--- config.mk ---
export PLATFORM = sky130hd
export DESIGN_NAME = csei_top
export DESIGN_NICKNAME = d
export VERILOG_FILES = /design/src/hdl/csei_sync.v /design/src/hdl/csei_top.v
export VERILOG_INCLUDE_DIRS = /design/src /design/src/hdl
export SDC_FILE = /design/constraint.sdc
export NUM_CORES = 1
export LEC_CHECK = 0
export ABC_CLOCK_PERIOD_IN_PS = 4200
export BUFFER_PORTS_ARGS = -buffer_cell sky130_fd_sc_hd__buf_2
export CAP_MARGIN = 20
export CORE_UTILIZATION = 60
export DETAILED_ROUTE_END_ITERATION = 7
export GPL_ROUTABILITY_DRIVEN = 0
export PLACE_DENSITY_LB_ADDON = 0.2
export SLEW_MARGIN = 10
export SYNTH_ARGS = -nofsm -noshare
export SYNTH_HDL_FRONTEND = slang
export SYNTH_SLANG_ARGS = --single-unit
--- constraint.sdc ---
create_clock -name CLK_I -period 4.2 [get_ports CLK_I]
set_clock_uncertainty 0.2 [all_clocks]
set_input_delay 0.84 -clock CLK_I [delete_from_list [all_inputs] [get_ports CLK_I]]
set_output_delay 0.84 -clock CLK_I [all_outputs]
set_load 0.05 [all_outputs]
--- src/hdl/csei_regs.vh ---
// Register offsets, field positions, reset values and timing for the socket event block
`ifndef CSEI_REGS_VH
`define CSEI_REGS_VH

`define CSEI_SEL_CFG      2'h0
`define CSEI_SEL_LEG      2'h1
`define CSEI_SEL_SOCK     2'h2

`define CSEI_CFG_ROUTE    8'h8c
`define CSEI_CFG_REQ      8'h91
`define CSEI_CFG_DEVCTL   8'h92
`define CSEI_LEG_PWR      8'h02
`define CSEI_LEG_FLAGS    8'h04
`define CSEI_LEG_MASKS    8'h05
`define CSEI_LEG_GCTL     8'h1e
`define CSEI_SOCK_EVENT   8'h00
`define CSEI_SOCK_MASK    8'h04
`define CSEI_SOCK_CTL     8'h10

`define CSEI_BIT_BATTERY_DETECT_ONE     0
`define CSEI_BIT_BATTERY_DETECT_TWO     1
`define CSEI_BIT_READY    2
`define CSEI_BIT_STS      0
`define CSEI_BIT_PWR      3
`define CSEI_BIT_CD1      1
`define CSEI_BIT_CD2      2
`define CSEI_BIT_FUNC     0
`define CSEI_BIT_CLRMODE  2
`define CSEI_BIT_PWRREQ   4
`define CSEI_MODE_LSB     1

`define CSEI_MODE_PCI     2'h0
`define CSEI_MODE_IRQ     2'h1
`define CSEI_MODE_SER     2'h2

`define CSEI_TYPE_NONE    2'h0
`define CSEI_TYPE_MEM     2'h1
`define CSEI_TYPE_IO      2'h2
`define CSEI_TYPE_BUS     2'h3

`define CSEI_RST_MASK     4'h0
`define CSEI_RST_ROUTE    3'h1
`define CSEI_SER_TERM     6

`define CSEI_CLK_PERIOD_NS 32'd10
`define CSEI_PWR_TIME_US   32'd1000
`define CSEI_PWR_CYCLES    ((`CSEI_PWR_TIME_US * 32'd1000 + `CSEI_CLK_PERIOD_NS - 32'd1) / `CSEI_CLK_PERIOD_NS)

`endif

--- src/hdl/csei_sync.v ---
// Two-stage pin synchroniser with level, rise and transition outputs
`timescale 1ns/10ps
module csei_sync #(
  parameter W = 5
)(
  input  wire         clk_i,
  input  wire         rst_i,
  input  wire [W-1:0] d_i,
  output wire [W-1:0] lvl_o,
  output wire [W-1:0] rise_o,
  output wire [W-1:0] chg_o
);
  reg [W-1:0] s1_ff;
  reg [W-1:0] s2_ff;
  reg [W-1:0] s3_ff;
  reg [1:0]   fill_ff;
  wire        primed;

  always @(posedge clk_i) begin
    if (rst_i) begin
      s1_ff   <= {W{1'b0}};
      s2_ff   <= {W{1'b0}};
      s3_ff   <= {W{1'b0}};
      fill_ff <= 2'h0;
    end else begin
      s1_ff <= d_i;
      s2_ff <= s1_ff;
      s3_ff <= s2_ff;
      if (fill_ff != 2'h3) begin
        fill_ff <= fill_ff + 2'h1;
      end
    end
  end

  // Edges are held off until the pipe holds real pin history, so reset gives no false events
  assign primed = (fill_ff == 2'h3);
  assign lvl_o  = s2_ff;
  assign rise_o = primed ? (s2_ff & ~s3_ff) : {W{1'b0}};
  assign chg_o  = primed ? (s2_ff ^ s3_ff) : {W{1'b0}};
endmodule

--- src/hdl/csei_top.v ---
// Card socket event detection, flags, masks and interrupt terminal drive
// Behaviour
// - Memory card battery transitions set flags 0,1
// - Memory card ready transition sets flag 2
// - I/O card status change sets flag 0
// - I/O card request shows unmasked at 91h
// - 16-bit power-up done sets flag 3
// - Bus card status change sets socket bit 0
// - Bus card request shows unmasked at 91h
// - Bus card power-up done sets socket bit 3
// - Insertion or removal sets socket bits 2,1
// - Any detect transition counts, any card type
// - No functional request for memory cards
// - Power-complete comes from internal power sequence
// - Interrupts leave through seven multipurpose terminals
// - PCI lines, parallel IRQ or serial signalling
// - Status change and functional paths kept separate in IRQ and serial modes; PCI mode merges both onto terminal 0
// - Legacy flags clear on read or write-one
// - Socket event flags clear on write-one
`timescale 1ns/10ps
`include "csei_regs.vh"
module csei_top #(
  parameter [31:0] PWR_CYCLES = `CSEI_PWR_CYCLES,
  parameter        CW         = 24
)(
  input  wire       CLK_I,
  input  wire       RST_I,
  input  wire [1:0] CARD_TYPE_I,
  input  wire       BATTERY_DETECT_ONE_I,
  input  wire       BATTERY_DETECT_TWO_I,
  input  wire       READY_REQUEST_I,
  input  wire       CARD_DETECT_ONE_I,
  input  wire       CARD_DETECT_TWO_I,
  input  wire [1:0] REG_SEL_I,
  input  wire [7:0] REG_ADDR_I,
  input  wire       REG_WR_I,
  input  wire       REG_RD_I,
  input  wire [7:0] REG_WDATA_I,
  output reg  [7:0] REG_RDATA_O,
  output reg  [6:0] MULTIPURPOSE_TERMINALS_O,
  output reg  [6:0] MULTIPURPOSE_TERMINALS_OE_N_O,
  output reg        POWER_ON_O
);

  localparam [CW-1:0] PWR_LOAD = PWR_CYCLES[CW-1:0];

  wire [4:0]    pin_lvl;
  wire [4:0]    pin_rise;
  wire [4:0]    pin_chg;
  reg  [3:0]    leg_flag_ff;
  reg  [3:0]    nxt_leg_flag;
  reg  [3:0]    leg_mask_ff;
  reg           clr_mode_ff;
  reg  [3:0]    sock_ev_ff;
  reg  [3:0]    nxt_sock_ev;
  reg  [3:0]    sock_mask_ff;
  reg  [1:0]    mode_ff;
  reg  [2:0]    route_ff;
  reg  [CW-1:0] pwr_cnt_ff;
  reg  [CW-1:0] nxt_pwr_cnt;
  reg           pwr_done_ff;
  reg           nxt_pwr_done;
  reg           nxt_power_on;
  reg  [3:0]    leg_set;
  reg  [3:0]    leg_clr;
  reg  [3:0]    sock_set;
  reg  [3:0]    sock_clr;
  reg  [7:0]    rd_mux;
  reg  [6:0]    nxt_term;
  reg  [6:0]    nxt_oe_n;
  reg           inta;
  wire          is_mem;
  wire          is_io;
  wire          is_bus;
  wire          is_16;
  wire          func_pend;
  wire          csc_any;
  wire          pwr_wr;
  integer       i;

  function hit;
    input [1:0] sel;
    input [7:0] addr;
    input [1:0] want_sel;
    input [7:0] want_addr;
    begin
      hit = (sel == want_sel) && (addr == want_addr);
    end
  endfunction

  // Pins are asynchronous to the bus clock
  csei_sync #(
    .W (5)
  ) u_sync (
    .clk_i  (CLK_I),
    .rst_i  (RST_I),
    .d_i    ({CARD_DETECT_TWO_I, CARD_DETECT_ONE_I, READY_REQUEST_I,
              BATTERY_DETECT_TWO_I, BATTERY_DETECT_ONE_I}),
    .lvl_o  (pin_lvl),
    .rise_o (pin_rise),
    .chg_o  (pin_chg)
  );

  assign is_mem = (CARD_TYPE_I == `CSEI_TYPE_MEM);
  assign is_io  = (CARD_TYPE_I == `CSEI_TYPE_IO);
  assign is_bus = (CARD_TYPE_I == `CSEI_TYPE_BUS);
  assign is_16  = is_mem | is_io;

  // Shared request pin is ignored while a memory card sits in the socket
  assign func_pend = (is_io | is_bus) & pin_lvl[2];

  // Status change path; the functional path never touches these flags
  assign csc_any = |(leg_flag_ff & leg_mask_ff) | |(sock_ev_ff & sock_mask_ff);

  always @* begin
    leg_set = 4'h0;
    leg_set[`CSEI_BIT_BATTERY_DETECT_ONE]  = is_mem & pin_chg[0];
    leg_set[`CSEI_BIT_BATTERY_DETECT_TWO]  = is_mem & pin_chg[1];
    leg_set[`CSEI_BIT_READY] = is_mem & pin_chg[2];
    if (is_io & pin_rise[0]) begin
      leg_set[`CSEI_BIT_STS] = 1'b1;
    end
    leg_set[`CSEI_BIT_PWR] = is_16 & pwr_done_ff;
  end

  always @* begin
    sock_set = 4'h0;
    sock_set[`CSEI_BIT_STS] = is_bus & pin_rise[0];
    sock_set[`CSEI_BIT_CD1] = pin_chg[3];
    sock_set[`CSEI_BIT_CD2] = pin_chg[4];
    sock_set[`CSEI_BIT_PWR] = is_bus & pwr_done_ff;
  end

  // A set in the clearing cycle wins, so no event is lost
  always @* begin
    leg_clr = 4'h0;
    if (clr_mode_ff) begin
      if (REG_WR_I && hit(REG_SEL_I, REG_ADDR_I, `CSEI_SEL_LEG, `CSEI_LEG_FLAGS)) begin
        leg_clr = REG_WDATA_I[3:0];
      end
    end else begin
      if (REG_RD_I && hit(REG_SEL_I, REG_ADDR_I, `CSEI_SEL_LEG, `CSEI_LEG_FLAGS)) begin
        leg_clr = 4'hf;
      end
    end
    nxt_leg_flag = (leg_flag_ff & ~leg_clr) | leg_set;
  end

  always @* begin
    sock_clr = 4'h0;
    if (REG_WR_I && hit(REG_SEL_I, REG_ADDR_I, `CSEI_SEL_SOCK, `CSEI_SOCK_EVENT)) begin
      sock_clr = REG_WDATA_I[3:0];
    end
    nxt_sock_ev = (sock_ev_ff & ~sock_clr) | sock_set;
  end

  // Power-up sequence: a host request on an occupied socket runs a settle timer
  assign pwr_wr = REG_WR_I &&
                  (hit(REG_SEL_I, REG_ADDR_I, `CSEI_SEL_LEG, `CSEI_LEG_PWR) ||
                   hit(REG_SEL_I, REG_ADDR_I, `CSEI_SEL_SOCK, `CSEI_SOCK_CTL));

  always @* begin
    nxt_power_on = POWER_ON_O;
    nxt_pwr_cnt  = pwr_cnt_ff;
    nxt_pwr_done = 1'b0;
    if (pwr_wr) begin
      nxt_power_on = REG_WDATA_I[`CSEI_BIT_PWRREQ];
      if (REG_WDATA_I[`CSEI_BIT_PWRREQ] && !POWER_ON_O) begin
        nxt_pwr_cnt = PWR_LOAD;
      end
    end
    if (nxt_power_on && pwr_cnt_ff != {CW{1'b0}}) begin
      nxt_pwr_cnt = pwr_cnt_ff - {{(CW-1){1'b0}}, 1'b1};
      nxt_pwr_done = (pwr_cnt_ff == {{(CW-1){1'b0}}, 1'b1});
    end
    // Removal drops power and abandons a sequence in flight
    if (CARD_TYPE_I == `CSEI_TYPE_NONE || !nxt_power_on) begin
      nxt_power_on = 1'b0;
      nxt_pwr_cnt  = {CW{1'b0}};
      nxt_pwr_done = 1'b0;
    end
  end

  always @(posedge CLK_I) begin
    if (RST_I) begin
      leg_flag_ff  <= 4'h0;
      leg_mask_ff  <= `CSEI_RST_MASK;
      clr_mode_ff  <= 1'b0;
      sock_ev_ff   <= 4'h0;
      sock_mask_ff <= `CSEI_RST_MASK;
      mode_ff      <= `CSEI_MODE_PCI;
      route_ff     <= `CSEI_RST_ROUTE;
      pwr_cnt_ff   <= {CW{1'b0}};
      pwr_done_ff  <= 1'b0;
      POWER_ON_O   <= 1'b0;
    end else begin
      leg_flag_ff <= nxt_leg_flag;
      sock_ev_ff  <= nxt_sock_ev;
      pwr_cnt_ff  <= nxt_pwr_cnt;
      pwr_done_ff <= nxt_pwr_done;
      POWER_ON_O  <= nxt_power_on;
      if (REG_WR_I) begin
        if (hit(REG_SEL_I, REG_ADDR_I, `CSEI_SEL_LEG, `CSEI_LEG_MASKS)) begin
          leg_mask_ff <= REG_WDATA_I[3:0];
        end
        if (hit(REG_SEL_I, REG_ADDR_I, `CSEI_SEL_LEG, `CSEI_LEG_GCTL)) begin
          clr_mode_ff <= REG_WDATA_I[`CSEI_BIT_CLRMODE];
        end
        if (hit(REG_SEL_I, REG_ADDR_I, `CSEI_SEL_SOCK, `CSEI_SOCK_MASK)) begin
          sock_mask_ff <= REG_WDATA_I[3:0];
        end
        if (hit(REG_SEL_I, REG_ADDR_I, `CSEI_SEL_CFG, `CSEI_CFG_DEVCTL)) begin
          mode_ff <= REG_WDATA_I[`CSEI_MODE_LSB+1:`CSEI_MODE_LSB];
        end
        if (hit(REG_SEL_I, REG_ADDR_I, `CSEI_SEL_CFG, `CSEI_CFG_ROUTE)) begin
          route_ff <= REG_WDATA_I[2:0];
        end
      end
    end
  end

  always @* begin
    rd_mux = 8'h00;
    if (hit(REG_SEL_I, REG_ADDR_I, `CSEI_SEL_LEG, `CSEI_LEG_FLAGS)) begin
      rd_mux = {4'h0, leg_flag_ff};
    end
    if (hit(REG_SEL_I, REG_ADDR_I, `CSEI_SEL_LEG, `CSEI_LEG_MASKS)) begin
      rd_mux = {4'h0, leg_mask_ff};
    end
    if (hit(REG_SEL_I, REG_ADDR_I, `CSEI_SEL_LEG, `CSEI_LEG_GCTL)) begin
      rd_mux[`CSEI_BIT_CLRMODE] = clr_mode_ff;
    end
    if (hit(REG_SEL_I, REG_ADDR_I, `CSEI_SEL_LEG, `CSEI_LEG_PWR) ||
        hit(REG_SEL_I, REG_ADDR_I, `CSEI_SEL_SOCK, `CSEI_SOCK_CTL)) begin
      rd_mux[`CSEI_BIT_PWRREQ] = POWER_ON_O;
    end
    if (hit(REG_SEL_I, REG_ADDR_I, `CSEI_SEL_SOCK, `CSEI_SOCK_EVENT)) begin
      rd_mux = {4'h0, sock_ev_ff};
    end
    if (hit(REG_SEL_I, REG_ADDR_I, `CSEI_SEL_SOCK, `CSEI_SOCK_MASK)) begin
      rd_mux = {4'h0, sock_mask_ff};
    end
    if (hit(REG_SEL_I, REG_ADDR_I, `CSEI_SEL_CFG, `CSEI_CFG_REQ)) begin
      rd_mux[`CSEI_BIT_FUNC] = func_pend;
    end
    if (hit(REG_SEL_I, REG_ADDR_I, `CSEI_SEL_CFG, `CSEI_CFG_DEVCTL)) begin
      rd_mux[`CSEI_MODE_LSB+1:`CSEI_MODE_LSB] = mode_ff;
    end
    if (hit(REG_SEL_I, REG_ADDR_I, `CSEI_SEL_CFG, `CSEI_CFG_ROUTE)) begin
      rd_mux[2:0] = route_ff;
    end
  end

  // Terminal 0 is the open-drain PCI line; it carries status change in every mode
  always @* begin
    nxt_term = 7'h00;
    nxt_oe_n = 7'h7f;
    inta     = csc_any;
    case (mode_ff)
      `CSEI_MODE_IRQ: begin
        // Route 0 or 7 leaves the functional request unsignalled
        for (i = 1; i < 7; i = i + 1) begin
          if (route_ff == i[2:0]) begin
            nxt_oe_n[i] = 1'b0;
            nxt_term[i] = func_pend;
          end
        end
      end
      `CSEI_MODE_SER: begin
        // Serial framing is done downstream; this terminal feeds it the request level
        nxt_oe_n[`CSEI_SER_TERM] = 1'b0;
        nxt_term[`CSEI_SER_TERM] = func_pend;
      end
      default: begin
        inta = csc_any | func_pend;
      end
    endcase
    nxt_oe_n[0] = ~inta;
  end

  always @(posedge CLK_I) begin
    if (RST_I) begin
      REG_RDATA_O                   <= 8'h00;
      MULTIPURPOSE_TERMINALS_O      <= 7'h00;
      MULTIPURPOSE_TERMINALS_OE_N_O <= 7'h7f;
    end else begin
      if (REG_RD_I) begin
        REG_RDATA_O <= rd_mux;
      end
      MULTIPURPOSE_TERMINALS_O      <= nxt_term;
      MULTIPURPOSE_TERMINALS_OE_N_O <= nxt_oe_n;
    end
  end
endmodule

# ---- After elaboration in Yosys (flattened, before gate mapping)
# Index checks and enable logic that the tools add are counted.
dict set report word_totals {
  reg_bits 87
  latchBits 0
  ramBits 0
  romBits 0
  input_bits 29
  output_inout_bits 23
  mem_count 0
}
dict set report classes {
  n_addsub 2
  mul 0
  n_div 0
  magnitude_cmp 0
  eq_ne 24
  shifts 0
  mux 30
  bitwise_logic 31
  n_reduce_logical 43
}
# op n
set ops {}
lappend ops {{$mux 24} 3}
lappend ops {{$eq 24x1->1 const B} 1}
lappend ops {{$eq 8x8->1 const B} 3}
lappend ops {{$mux 8} 3}
lappend ops {{$reduce_bool 24->1} 1}
lappend ops {{$sub 24x1->24 const B} 1}
lappend ops {{$mux 4} 5}
lappend ops {{$reduce_or 3->1} 6}
lappend ops {{$and 4x4->4} 4}
lappend ops {{$eq 8x3->1 const B} 2}
lappend ops {{$eq 8x5->1 const B} 2}
lappend ops {{$logic_and 1x1->1} 16}
lappend ops {{$mux 1} 14}
lappend ops {{$reduce_and 2->1} 6}
lappend ops {{$eq 2x2->1 const B} 5}
lappend ops {{$and 1x1->1} 9}
lappend ops {{$eq 3x3->1 const B} 3}
lappend ops {{$not 1->1} 9}
lappend ops {{$eq 8x2->1 const B} 1}
lappend ops {{$logic_not 8->1} 1}
lappend ops {{$not 4->4} 2}
lappend ops {{$or 4x4->4} 2}
lappend ops {{$reduce_or 4->1} 2}
lappend ops {{$eq 2x1->1 const B} 3}
lappend ops {{other kinds (15)} 26}

# ---- Logic depth before layout (Yosys ltp)
dict set report logic_depth {
  depth_word 9
  depth_mapped 9
  mapped_depth_nobuf 8
}

# ---- Modules after synthesis
# A second synthesis with hierarchy kept.
dict set report unflattened {
  cells_unflattened 457
  area_unflattened_um2 4055.1
}
# mod instances cells_each area_per_inst_um2
set modules_own_cells {}
lappend modules_own_cells {csei_top 1 398 3397.0}
lappend modules_own_cells {csei_sync 1 59 658.1}

# ---- Worst setup path before layout
# OpenSTA, ideal clock, no wires.
dict set report synth_timing {
  path_kind {input port to flip-flop}
  startpoint {in REG_SEL_I[0]}
  endpoint {reg pwr_cnt_ff[12]}
  arrival_ps 2493
  t_required_ps 3869
  setup_slack_ps 1376
  path_stages 8
  path_buffers 2
  cell_sequence {nor4bb_1 o2111ai_1 mux2_2 clkbuf_1 clkbuf_1 nand4b_1 xor2_1 nor2_1}
}
dict set report synth_via {
  elab_chain_cells 8
  elab_cells_between_ends 15
}
# element line_no
set synth_lines {}
lappend synth_lines {{from (decl)} csei_top.v:34} ;# input wire [1:0] REG_SEL_I,
lappend synth_lines {{$eq 2x1->1 or $eq 2x2->1 (tied branches)} csei_top.v:87} ;# hit = (sel == want_sel) && (addr == want_addr);
lappend synth_lines {{$logic_and 1x1->1} csei_top.v:87}
lappend synth_lines {{$logic_or 1x1->1 (*)} csei_top.v:159} ;# (hit(REG_SEL_I, REG_ADDR_I, `CSEI_SEL_LEG, `CSEI_LEG_PWR) ||
lappend synth_lines {{$logic_and 1x1->1 (*)} csei_top.v:158} ;# assign pwr_wr = REG_WR_I &&
lappend synth_lines {{$mux 1} csei_top.v:166} ;# if (pwr_wr) begin
lappend synth_lines {{$logic_and 1x1->1 or $logic_not 1->1 (tied branches)} {csei_top.v:172, csei_top.v:177}}
lappend synth_lines {{$reduce_bool 2->1 (no line) or $logic_or 1x1->1 (tied branches)} n/a}
lappend synth_lines {{$reduce_and 2->1 (no line) or $reduce_or 2->1 (tied branches)} n/a}
lappend synth_lines {{to (signal assigned)} csei_top.v:193} ;# pwr_cnt_ff <= {CW{1'b0}};
lappend synth_lines {{to (signal assigned)} csei_top.v:199} ;# pwr_cnt_ff <= nxt_pwr_cnt;
lappend synth_lines {{to (decl)} csei_top.v:59} ;# reg [CW-1:0] pwr_cnt_ff;
# Mark *: on every way between the ends. The rest lies on a longest branch, timed or not.
# A chain may end at the register's enable or synchronous reset.

# ---- Worst setup path after layout
dict set report layout_timing {
  startpoint {in REG_ADDR_I[0]}
  endpoint {reg pwr_cnt_ff[19]}
}
dict set report layout_via {
  elab_chain_cells 8
  elab_cells_between_ends 15
}
# element line_no
set layout_lines {}
lappend layout_lines {{from (decl)} csei_top.v:35} ;# input wire [7:0] REG_ADDR_I,
lappend layout_lines {{$eq 8x2->1 or $eq 8x5->1 (tied branches)} csei_top.v:87}
lappend layout_lines {{$logic_and 1x1->1} csei_top.v:87}
lappend layout_lines {{$logic_or 1x1->1 (*)} csei_top.v:159}
lappend layout_lines {{$logic_and 1x1->1 (*)} csei_top.v:158}
lappend layout_lines {{$mux 1} csei_top.v:166}
lappend layout_lines {{$logic_and 1x1->1 or $logic_not 1->1 (tied branches)} {csei_top.v:172, csei_top.v:177}}
lappend layout_lines {{$reduce_bool 2->1 (no line) or $logic_or 1x1->1 (tied branches)} n/a}
lappend layout_lines {{$reduce_and 2->1 (no line) or $reduce_or 2->1 (tied branches)} n/a}
# Marked as above.

==> impl_metrics.json <==
{
  "outcome": "finished, final reports clean",
  "stdcell_area_mm2": 0.00432,
  "drc": 0,
  "synth_top_area_share_pct": 43.3,
  "cts_resized": 0,
  "clkPwrFrac_pct": 41.8,
  "layout-drive-gt1-share_pct": 15.6,
  "fill_cells": 487,
  "multi_input_area_mm2": 0.00205,
  "setup_viol": 0,
  "initial_core_util_pct": 63.3,
  "gr-usage-all-layers_pct": 25.9,
  "dp_hpwl_um": 5930,
  "ir_drop_mv": 0.262,
  "detail_route.wl_per_cell_um": 14.8,
  "antenna_found_initial": 1,
  "synth_top_family_by_area": "simple AND/OR/NAND/NOR gates",
  "cts.sinks": 83,
  "grt_max_degree": 51,
  "worst_pin_slew_ps": 874,
  "r2r_setup_slack_ps": 1440,
  "ys_types": 62,
  "clock_latency_ps": 340,
  "holdPathStages": 1,
  "via_per_inst": 5.93,
  "finalHoldViolCount": 0,
  "cts_root_buffer": "clkbuf_8",
  "crit_chain": "buf_2 -> nor4_1 -> o2111ai_1 -> mux2_2 -> nand3_1 -> or4_1 -> a21oi_1",
  "synth_seq_cells": 83,
  "combPwrFrac_pct": 5.6,
  "cap_violations": 0,
  "max_freq_mhz": 331,
  "timing.rr.start": "pwr_cnt_ff[11]",
  "cts.reportedPaths.clkPinSlew_ps": 70,
  "finalMaxSlewViolations": 0,
  "synthesis.instances": 440,
  "setup_ws_ps": 1170,
  "die_w_um": 82.0,
  "r2r_cells": 6,
  "worst-setup-path-type": "in -> reg",
  "synth_compound_area_share_pct": 12.8,
  "synth_edf_count": 0,
  "ant_nets": 0,
  "cts_buffers": 9,
  "wirelength_um": 8340,
  "required_ps": 4260,
  "seq_area_mm2": 0.00166,
  "row_count": 28,
  "arrival_ps": 3090,
  "synth_area_leaders": "dfxtp_1, nor2_1, xor2_1",
  "crit_slowest_cell": "mux2_2",
  "grt_pass1_wl_um": 13300,
  "tritoncts": "done",
  "synthXorXnorAreaFrac_pct": 5.02,
  "leakage_nw": 1.71,
  "critPathCaptureType": "register",
  "place_ws_ps": 862,
  "yosys.area.top_type": "dfxtp_1",
  "htreeDepth": 3,
  "overflow": 0,
  "die_y_um": 82.0,
  "pwr-share-seq_pct": 52.7,
  "final_nets": 522,
  "final.period_utilization_pct": 72.0,
  "hold_buffers": 0,
  "holdPathEnd": "u_sync.lvl_o[3]",
  "die_area_mm2": 0.00672,
  "fp.coreArea_mm2": 0.00606,
  "timing.hold.ws_ps": 243,
  "power.switching_w": 0.000332,
  "reg2reg_to": "pwr_cnt_ff[16]",
  "ys_warn_count": 0,
  "cp_max_fo": 20,
  "async_flop_share_pct": 0,
  "portBuffers": 44,
  "powerDensity_mw_per_mm2": 353,
  "slowest_delay_ps": 540,
  "synthAdderAreaFrac_pct": 3.59,
  "ys.flop_type": "dfxtp_1",
  "clockBufferDepth": 2,
  "seq_area_frac_synth_pct": 43.3,
  "power.internal_w": 0.00119,
  "fin_setup_tns_ps": 0,
  "postCtsSetupBuffers": 0,
  "switching_share_pct": 21.8,
  "detailed_place.area_mm2": 0.00409,
  "vias": 3336,
  "hp-class": "reg -> reg",
  "min-delay-start": "u_sync.s1_ff[3]",
  "first_pass_iters": 5,
  "syn_to_final_growth_pct": 12.6,
  "syn_avg_cell_area_um2": 8.72,
  "synthSimpleGateAreaFrac_pct": 28.6,
  "pin_count": 52,
  "slew_headroom_pct": 41.7,
  "synth_mux_area_share_pct": 2.97,
  "rsz0062_at_grt": "false",
  "start_kind": "primary input",
  "drt-initial-drc-count": 181,
  "synthesis.area_mm2": 0.00384,
  "grt_pass1_vias": 3022,
  "period_needed_ps": 3030
}
-- state kept, by name, summed over array words and instances, names as in the netlist, 3 cells and up --
register                       flops
pwr_cnt_ff                        24
MULTIPURPOSE_TERMINALS_OE_N_O      7
MULTIPURPOSE_TERMINALS_O           6
REG_RDATA_O                        5
u_sync.lvl_o                       5
u_sync.s1_ff                       5
u_sync.s3_ff                       5
leg_flag_ff                        4
leg_mask_ff                        4
sock_ev_ff                         4
sock_mask_ff                       4
route_ff                           3
-- per-layer routing --
layer	track usage, %	share of wire (%)
met3	5.11	5.6
met2	42.1	48
met4	12.8	2.0
met1	32.6	44
met5	0	0
-- synth_stat cells (2+ instances only) --
cell type and number:
dfxtp_1 83, nor2_1 57, nand2_1 30, a21oi_1 28, xor2_1 22, nand3_1 17
nor2b_1 17, inv_1 16, nor4_1 15, o21ai_0 14, ha_1 11, nor3_1 11
clkbuf_1 10, nand4_1 9, mux2i_1 8, or4_1 8, and3_1 6, a22oi_1 5
buf_4 4, nand4b_1 4, a221oi_1 3, mux2_2 3, nor4b_1 3, o31ai_1 3
or2_2 3, a211oi_1 2, a21o_1 2, a22o_1 2, a31oi_1 2, a32oi_1 2
buf_1 2, nand2b_1 2, nand3b_1 2, nor3b_1 2, nor4bb_1 2, o211ai_1 2
or3_1 2, or4b_2 2
-- power by group through the flow --
stage	combinational [W]	sequential (W)	clock (W)
6_report	0.0000851	0.000803	0.000637
5_1_grt	0.0000943	0.000805	0.000680
4_1_cts	0.0000845	0.000804	0.000645
3_5_place_dp	0.0000837	0.000822	0
3_3_place_gp	0.0000825	0.000821	0
2_1_floorplan	0.0000539	0.000823	0
-- cell families after synthesis --
| group | count (synthesis) |
|---|---|
| AND/OR/NAND/NOR | 202 |
| buffers and inverters | 33 |
| other | 1 |
| AO/OA/AOI/OAI | 77 |
| adder cells (fa/ha/maj) | 11 |
| multiplexers | 11 |
| XOR/XNOR | 22 |
| flip-flops | 83 |
-- how the worst max path moves through the flow --
| stage | from | end | slack, ps |
|---|---|---|---|
| 2_1_floorplan | REG_SEL_I[0] | pwr_cnt_ff[12] | 1380 |
| 3_3_place_gp | REG_ADDR_I[0] | pwr_cnt_ff[23] | 880 |
| 3_5_place_dp | REG_ADDR_I[0] | pwr_cnt_ff[19] | 860 |
| 4_1_cts | REG_ADDR_I[0] | pwr_cnt_ff[19] | 1230 |
| 5_1_grt | REG_ADDR_I[4] | pwr_cnt_ff[19] | 1030 |
| 6_report | REG_ADDR_I[0] | pwr_cnt_ff[19] | 1170 |
-- placed cells by master, fill, tap and decap left out, types with 3 or more instances in the layout --
master    netlist  final
o31ai_1         3      3
nand2_1        30     30
or2_2           3      3
buf_2           1     44
nor2b_1        17     17
o21ai_0        14     14
xor2_1         22     22
nor3_1         11     11
mux2_2          3      3
or4_1           8      8
and3_1          6      6
nand3_1        17     17
nand4_1         9      9
dfxtp_1        83     83
a21oi_1        28     28
a221oi_1        3      3
a22oi_1         5      5
ha_1           11     11
nand4b_1        4      4
mux2i_1         8      8
clkbuf_8        0     11
conb_1          1      4
nor4b_1         3      3
inv_1          16     16
nor4_1         15     15
nor2_1         57     57
-- area by class of cell --
type	instances	share of cell area, %
Inverter	16	1.39
Timing Repair Buffer	45	5.27
Clock buffer	12	3.59
Clock inverter	4	1.68
Antenna cell	1	0.0579
Multi-Input combinational cell	327	47.4
Sequential cell	83	38.4
Tap cell	75	2.17
-- critical path: cells and delay by family --
| family | cells | cell delay [ps] |
|---|---|---|
| and+or+nand+nor | 3 | 1100 |
| muxes | 1 | 540 |
| AOI/OAI and AO/OA | 2 | 420 |
| buffers and inverters | 1 | 200 |
-- metrics by stage --
stage / util, % / cells / power, W
detailed placement: 67.5 / 546 / 0.000906
global placement: 67.4 / 545 / 0.000904
CTS: 71.3 / 562 / 0.00153
finish: 71.3 / 563 / 0.00153
global route: 71.3 / 562 / 0.00158
floorplan: - / 443 / 0.000877
Power figures use the tool's default switching activity.
